$ cat config.mk
export PLATFORM = sky130hd
export DESIGN_NAME = dssd_core
export DESIGN_NICKNAME = d
export VERILOG_FILES = /design/src/dssd_pkg.sv /design/src/dssd_core.sv
export SDC_FILE = /design/constraint.sdc
export NUM_CORES = 1
export LEC_CHECK = 0
export ABC_CLOCK_PERIOD_IN_PS = 19400
export BUFFER_PORTS_ARGS = -buffer_cell sky130_fd_sc_hd__buf_2
export CORE_ASPECT_RATIO = 0.5
export CORE_MARGIN = 2
export CORE_UTILIZATION = 50
export CTS_CLUSTER_DIAMETER = 30
export DETAILED_ROUTE_END_ITERATION = 6
export GPL_TIMING_DRIVEN = 0
export MAX_ROUTING_LAYER = met4
export PLACE_DENSITY = 0.73
export SLEW_MARGIN = 20
export SYNTH_ARGS = -nofsm -noshare
export SYNTH_HDL_FRONTEND = slang
export SYNTH_SLANG_ARGS = --single-unit
$ cat constraint.sdc
create_clock -name mclk_in -period 19.4 [get_ports mclk_in]
set_input_delay 1.94 -clock mclk_in [delete_from_list [all_inputs] [get_ports mclk_in]]
set_output_delay 1.94 -clock mclk_in [all_outputs]
set_load 0.02 [all_outputs]
$ cat src/dssd_pkg.sv
// Package for the dual-slope sequencer and display block.
// Assumes one clock domain; all users refer to names as dssd_pkg::name.
package dssd_pkg;
  localparam int CLK_DIV = 4;
  localparam int INT_COUNTS = 1000;
  localparam int DEINT_MAX = 2000;
  localparam int CYCLE_COUNTS = 4000;
  localparam int BP_DIV = 4800;
  localparam int CNT_W = 12;
  localparam logic [CNT_W-1:0] CNT_ZERO = 12'h000;
  localparam logic [CNT_W-1:0] CNT_ONE = 12'h001;
  localparam logic [1:0] DIV_ZERO = 2'h0;
  localparam logic [1:0] DIV_LAST = 2'h3;
  localparam logic [6:0] SEG_ALL = 7'h7F;
  localparam logic [6:0] SEG_OFF = 7'h00;
  localparam logic [6:0] SEG_ONE = 7'h06;
  typedef enum logic [2:0] {
    DSSD_ZERO = 3'h1,
    DSSD_INT = 3'h2,
    DSSD_DEINT = 3'h4
  } dssd_phase_t;
endpackage

$ cat src/dssd_core.sv
// Dual-slope converter sequencer with seven-segment LCD/LED drive.
// Assumes comparator and hold/test pins are asynchronous and come from outside.
`timescale 1ns/1ps
module dssd_core #(
  parameter int CYCLE_CLKS = dssd_pkg::CYCLE_COUNTS * dssd_pkg::CLK_DIV,
  parameter int BP_HALF = dssd_pkg::BP_DIV / 2
) (
  input wire logic mclk_in,
  input wire logic rst_in,
  input wire logic comp_in,
  input wire logic display_hold_request_in,
  input wire logic seg_check_in,
  input wire logic lcd_mode_in,
  output logic zero_offset_phase_out,
  output logic integrate_phase_out,
  output logic deintegrate_phase_out,
  output logic ref_negative_out,
  output logic backplane_drive_out,
  output logic [6:0] seg_ones_out,
  output logic [6:0] seg_tens_out,
  output logic [6:0] seg_hund_out,
  output logic [1:0] seg_thou_out,
  output logic seg_sign_out,
  output logic over_range_out
);
  localparam int BPW = $clog2(BP_HALF + 1);

  function automatic logic [6:0] seg7(input logic [3:0] d);
    unique case (d)
      4'h0: seg7 = 7'h3F;
      4'h1: seg7 = 7'h06;
      4'h2: seg7 = 7'h5B;
      4'h3: seg7 = 7'h4F;
      4'h4: seg7 = 7'h66;
      4'h5: seg7 = 7'h6D;
      4'h6: seg7 = 7'h7D;
      4'h7: seg7 = 7'h07;
      4'h8: seg7 = 7'h7F;
      4'h9: seg7 = 7'h6F;
      default: seg7 = 7'h00;
    endcase
  endfunction

  // Comparator, hold and check pins: three-stage sync, change on agreement
  logic [2:0] comp_s, hold_s, chk_s;
  logic comp_q, hold_q, chk_q;
  logic next_comp_q, next_hold_q, next_chk_q;
  always_comb
  begin
    next_comp_q = (comp_s[1] == comp_s[2]) ? comp_s[1] : comp_q;
    next_hold_q = (hold_s[1] == hold_s[2]) ? hold_s[1] : hold_q;
    next_chk_q = (chk_s[1] == chk_s[2]) ? chk_s[1] : chk_q;
  end
  always_ff @(posedge mclk_in or posedge rst_in)
  begin
    if (rst_in)
    begin
      comp_s <= 3'h0;
      hold_s <= 3'h0;
      chk_s <= 3'h0;
      comp_q <= 1'b0;
      hold_q <= 1'b0;
      chk_q <= 1'b0;
    end
    else
    begin
      comp_s <= {comp_s[1:0], comp_in};
      hold_s <= {hold_s[1:0], display_hold_request_in};
      chk_s <= {chk_s[1:0], seg_check_in};
      comp_q <= next_comp_q;
      hold_q <= next_hold_q;
      chk_q <= next_chk_q;
    end
  end

  // Sequencer
  dssd_pkg::dssd_phase_t phase, next_phase;
  logic [1:0] div, next_div;
  logic [dssd_pkg::CNT_W-1:0] cnt, next_cnt, dcnt, next_dcnt, latch, next_latch;
  logic sign, next_sign, lsign, next_lsign, ovr, next_ovr, lovr, next_lovr;
  logic tick, cycle_end;
  always_comb
  begin
    tick = (div == dssd_pkg::DIV_LAST);
    next_div = div + 2'h1;
    next_phase = phase;
    next_cnt = cnt;
    next_dcnt = dcnt;
    next_sign = sign;
    next_ovr = ovr;
    next_latch = latch;
    next_lsign = lsign;
    next_lovr = lovr;
    cycle_end = 1'b0;
    if (tick)
    begin
      next_cnt = cnt + dssd_pkg::CNT_ONE;
      unique case (phase)
        dssd_pkg::DSSD_INT:
          if (cnt == dssd_pkg::CNT_W'(dssd_pkg::INT_COUNTS - 1))
          begin
            next_sign = comp_q;
            next_phase = dssd_pkg::DSSD_DEINT;
            next_dcnt = dssd_pkg::CNT_ZERO;
            next_ovr = 1'b0;
          end
        dssd_pkg::DSSD_DEINT:
        begin
          // Every tick spent here is a count, the one that sees zero too
          next_dcnt = dcnt + dssd_pkg::CNT_ONE;
          // First tick still sees the integrate level through the synchroniser
          if (!comp_q && (dcnt != dssd_pkg::CNT_ZERO))
            next_phase = dssd_pkg::DSSD_ZERO;
          else if (dcnt == dssd_pkg::CNT_W'(dssd_pkg::DEINT_MAX - 1))
          begin
            next_ovr = 1'b1;
            next_phase = dssd_pkg::DSSD_ZERO;
          end
        end
        dssd_pkg::DSSD_ZERO:
          if (cnt == dssd_pkg::CNT_W'(dssd_pkg::CYCLE_COUNTS - 1))
          begin
            cycle_end = 1'b1;
            next_cnt = dssd_pkg::CNT_ZERO;
            next_phase = dssd_pkg::DSSD_INT;
          end
        default: next_phase = dssd_pkg::DSSD_ZERO;
      endcase
      if (cycle_end && !hold_q)
      begin
        next_latch = dcnt;
        next_lsign = sign;
        next_lovr = ovr;
      end
    end
  end
  always_ff @(posedge mclk_in or posedge rst_in)
  begin
    if (rst_in)
    begin
      phase <= dssd_pkg::DSSD_ZERO;
      div <= dssd_pkg::DIV_ZERO;
      cnt <= dssd_pkg::CNT_ZERO;
      dcnt <= dssd_pkg::CNT_ZERO;
      latch <= dssd_pkg::CNT_ZERO;
      sign <= 1'b0;
      lsign <= 1'b0;
      ovr <= 1'b0;
      lovr <= 1'b0;
    end
    else
    begin
      phase <= next_phase;
      div <= next_div;
      cnt <= next_cnt;
      dcnt <= next_dcnt;
      latch <= next_latch;
      sign <= next_sign;
      lsign <= next_lsign;
      ovr <= next_ovr;
      lovr <= next_lovr;
    end
  end

  // Backplane divider
  logic [BPW-1:0] bpc, next_bpc;
  logic bp, next_bp;
  always_comb
  begin
    next_bpc = bpc + BPW'(1);
    next_bp = bp;
    if (bpc == BPW'(BP_HALF - 1))
    begin
      next_bpc = '0;
      next_bp = ~bp;
    end
  end

  // Decode and drive; outputs registered
  logic [3:0] d_ones, d_tens, d_hund;
  logic [6:0] p_ones, p_tens, p_hund;
  logic [1:0] p_thou;
  logic p_sign;
  logic [6:0] next_o1, next_o10, next_o100;
  logic [1:0] next_o1000;
  logic next_osign;
  always_comb
  begin
    d_ones = 4'(latch % 10);
    d_tens = 4'((latch / 10) % 10);
    d_hund = 4'((latch / 100) % 10);
    p_ones = seg7(d_ones);
    p_tens = seg7(d_tens);
    p_hund = seg7(d_hund);
    p_thou = (latch >= dssd_pkg::CNT_W'(1000)) ? 2'h3 : 2'h0;
    // Minus lit for a negative reading, and during the segment check
    p_sign = !lsign;
    if (chk_q)
    begin
      p_ones = dssd_pkg::SEG_ALL;
      p_tens = dssd_pkg::SEG_ALL;
      p_hund = dssd_pkg::SEG_ALL;
      p_thou = 2'h3;
      p_sign = 1'b1;
    end
    // LCD: on segments inverted to backplane; LED: high means sink on
    next_o1 = lcd_mode_in ? (p_ones ^ {7{next_bp}}) : p_ones;
    next_o10 = lcd_mode_in ? (p_tens ^ {7{next_bp}}) : p_tens;
    next_o100 = lcd_mode_in ? (p_hund ^ {7{next_bp}}) : p_hund;
    next_o1000 = lcd_mode_in ? (p_thou ^ {2{next_bp}}) : p_thou;
    next_osign = lcd_mode_in ? (p_sign ^ next_bp) : p_sign;
  end
  always_ff @(posedge mclk_in or posedge rst_in)
  begin
    if (rst_in)
    begin
      bpc <= '0;
      bp <= 1'b0;
      seg_ones_out <= dssd_pkg::SEG_OFF;
      seg_tens_out <= dssd_pkg::SEG_OFF;
      seg_hund_out <= dssd_pkg::SEG_OFF;
      seg_thou_out <= 2'h0;
      seg_sign_out <= 1'b0;
      backplane_drive_out <= 1'b0;
    end
    else
    begin
      bpc <= next_bpc;
      bp <= next_bp;
      seg_ones_out <= next_o1;
      seg_tens_out <= next_o10;
      seg_hund_out <= next_o100;
      seg_thou_out <= next_o1000;
      seg_sign_out <= next_osign;
      backplane_drive_out <= lcd_mode_in & next_bp;
    end
  end

  assign zero_offset_phase_out = (phase == dssd_pkg::DSSD_ZERO);
  assign integrate_phase_out = (phase == dssd_pkg::DSSD_INT);
  assign deintegrate_phase_out = (phase == dssd_pkg::DSSD_DEINT);
  assign ref_negative_out = sign;
  assign over_range_out = lovr;
endmodule // dssd_core

==> results by group <==
CTS
  • H-tree depth: 3
  • Root Driver: clkbuf_16
  • Hold-fix buffers, CTS: 0
  • TritonCTS Buffers: 9
  • CTS max path bufs: 2
  • Post-CTS setup buffers: 0
  • CTS tree: yes
  • CTS-repair resized insts: 0
  • Reg clk slew, reported paths: approximately 0.07 ns
  • CTS sink cnt: 94
  • Clk_lat worst skew: roughly 0.35 ns

Setup path
  • CP Launch Point: latch[9]
  • CP required: 19.61 ns
  • Startpoint Class: register
  • Crit path DAT: 8.89 ns
  • Critical Path Slowest Stage Cell: a221oi_1
  • Crit-path most repeated cell: a21oi_1
  • Critical path class: reg -> reg
  • FF-to-FF setup slack: approximately 11 ns
  • Critical path capture point type: register
  • Worst r2r path cells: 37
  • Crit-path max FO: 10
  • Worst flop-to-flop path startpoint: latch[9]
  • CP max stage delay: 0.73 ns
  • R2R Path End: seg_tens_out[4]

STA
  • Setup Skew: ~0.0073 ns
  • Fmax: between 100 and 150 MHz
  • Final setup viols: 0
  • Setup Total Neg Slack: 0 ns
  • Worst-Margin Slew: just under 1 ns
  • Slew headroom: approximately 33%
  • Slew Limit Fails: 0
  • Fin crit period: about 8.7 ns
  • Count of final hold-check violations: 0
  • RSZ-0062 raised after global routing: false
  • Final cycle utilization of the critical path: around 45%
  • Hold slack final: around 0.35 ns
  • Worst setup margin: around 11 ns

Logic synthesis
  • Largest family of logic cells by synthesized area: compound AO/OA/AOI/OAI gates
  • Cell variety after synth: ~110
  • Ys Warns: 0
  • Async S/R FF share, synth: 100%
  • Avg Inst Size Synth: roughly 8 um2
  • Post-Synth Simple-Gate Area: 25.1%
  • Cell taking the most area after synthesis: dfrtp_1
  • Synthesized flop and latch total: 94
  • Synthesized area: about 9000 um2
  • Seq/Total Area, Yosys: between 20% and 30%
  • Top cells by area, synth: dfrtp_1 26%, xnor2_1 5.4%, ha_1 4.9%, nor2_1 4.7%, nand2_1 4.3%
  • Post-synthesis mux area share: 2.65%
  • Total nets after synthesis: around 1200
  • Syn Inst Count: 1126
  • Post-synthesis compound-gate area fraction: between 20% and 30%
  • Share of the synthesized area in the top cell type: between 20% and 30%
  • Post-Synth Adder-Cell Area: 6.02%
  • Post-synth top flop: dfrtp_1
  • XOR/XNOR Fraction of Synth Area: approximately 7.3%
  • Post-synth EDFFs: 0

Die
  • Die width: approximately 190 um
  • Core box area: approximately 17000 um2
  • Die area: 19100 um2
  • Initial Utilization: between 50% and 60%
  • Std-Cell Rows: 34
  • Die H: between 90 and 100 um
  • Ports: 36

Cells and area
  • Diodes inserted: 0
  • Share of layout cells above drive strength 1: between 10% and 20%
  • Most frequent cells in the layout: 113 x nor2_1, 103 x nand2_1, 93 x dfrtp_1
  • Layout Nets: approximately 1200
  • Most common cell after layout, fill and taps aside: nor2_1
  • Area Growth Syn to Fin: 8.92%
  • Final Core Density: 55.8%

Worst hold path
  • Hold endpoint: comp_s[1]
  • Start point of the worst hold path: comp_s[0]
  • Worst Hold Class: reg -> reg
  • WHS Path Cells: 0

Routing
  • Initial drt markers: around 800
  • Via density: slightly above 6
  • Routed wire length: 23700 um
  • WL/cell: 16.8 um
  • Post-route DRC: 0
  • Detailed-route via count: slightly below 9000
  • DR pass1 iterations: 5
  • ANT nets after route: 0

Global routing
  • Grt ovf: 0
  • Maximum number of pins on one net before global-route repair: just under 70
  • Initial antenna violation count: 0
  • Gr usage total: 25.8%
  • Vias in the first global route: 8011
  • First-pass GRT wire length: approximately 40000 um

Power and ir drop
  • Peak VDD IR: roughly 40 uV
  • PwrDens: ~40 nW/um2
  • Pleak: 4.00 nW

Placement
  • Placement Setup Slack: 10.85 ns
  • Dpl hpwl: roughly 18000 um
  • Count of port buffers added during placement: 35
  • Placer Congestion: approximately 0.96

Job
  • MaxCap Viol Count: 0

Status
  • Status: complete, no violations
routing by layer:
layer	vias to the layer above	global-route usage [%]	part of all wire, %
li1	4246	-	-
met2	258	39.0	44
met5	-	-	0
met4	0	4.99	1.2
met3	32	4.48	5.7
met1	4245	36.5	49
synthesized netlist by cell type, types with 6 or more instances:
library cell	number
inv_1	46
mux2i_1	14
a211o_1	9
nand3_1	39
a311oi_1	7
nand2_1	103
buf_2	17
maj3_1	9
ha_1	35
nand2b_1	19
o211ai_1	12
a221oi_1	11
xor2_1	18
o22ai_1	9
clkbuf_1	37
a211oi_1	17
nand3b_1	6
o31ai_1	14
a21oi_1	61
nor4_1	13
and3_1	18
a31oi_1	13
dfrtp_1	93
o21a_1	9
or3_1	13
nor3_1	26
nand4_1	18
xnor2_1	55
mux2_2	6
and2_1	13
o21ai_0	58
nor2_1	113
nor2b_1	12
a21o_1	12
o21ai_1	12
per-stage QoR:
stage               std cells  power (mW)  instance area [um2]
floorplan                1126       0.211                 8960
global placement         1395       0.215                 9430
detailed placement       1396       0.216                 9470
CTS                      1412       0.397                 9760
global route             1412       0.409                 9760
finish                   1412       0.393                 9760
critical path: cells and delay by family (launching register included):
family	cells	cell delay [ns]
and+or+nand+nor	8	1.72
DFF	1	0.36
xor gates and xnor gates	2	0.39
adders and majority gates	4	1.32
buffers and inverters	7	1.09
AOI/OAI and AO/OA	16	3.64
layout make-up:
cell class	instances	area, um2
multi-input combinational	913	6100
sequential	94	2350
buffer	64	303
inverter	55	213
clock inverter	6	70.1
tap	234	293
timing repair buffer	36	203
clock buffer	10	229
fill	1635	7720
worst max-delay path by stage:
stage | end | cells after the start
6_report | seg_tens_out[4] | 37
5_1_grt | seg_tens_out[4] | 38
4_1_cts | seg_tens_out[4] | 37
3_5_place_dp | seg_tens_out[4] | 37
3_3_place_gp | seg_tens_out[4] | 37
2_1_floorplan | seg_tens_out[4] | 38
logic make-up after synthesis:
kind of cell / Yosys count
flip-flops: 94
AO/OA/AOI/OAI: 334
XOR/XNOR: 74
adder cells (fa/ha/maj): 45
multiplexers: 22
buffers and inverters: 119
AND/OR/NAND/NOR: 438
state kept, by name, summed over array words and instances (netlist names), 2 cells and up:
register	count
latch	12
seg_ones_out	7
comp_s	3
cnt	12
phase	3
chk_s	3
seg_tens_out	7
div	2
dcnt	12
seg_hund_out	7
hold_s	3
bpc	12
power by group:
part           internal, mW  switching [mW]
sequential            0.198         0.00104
clock                 0.101          0.0801
combinational       0.00381         0.00878
Power figures use the tool's default switching activity.
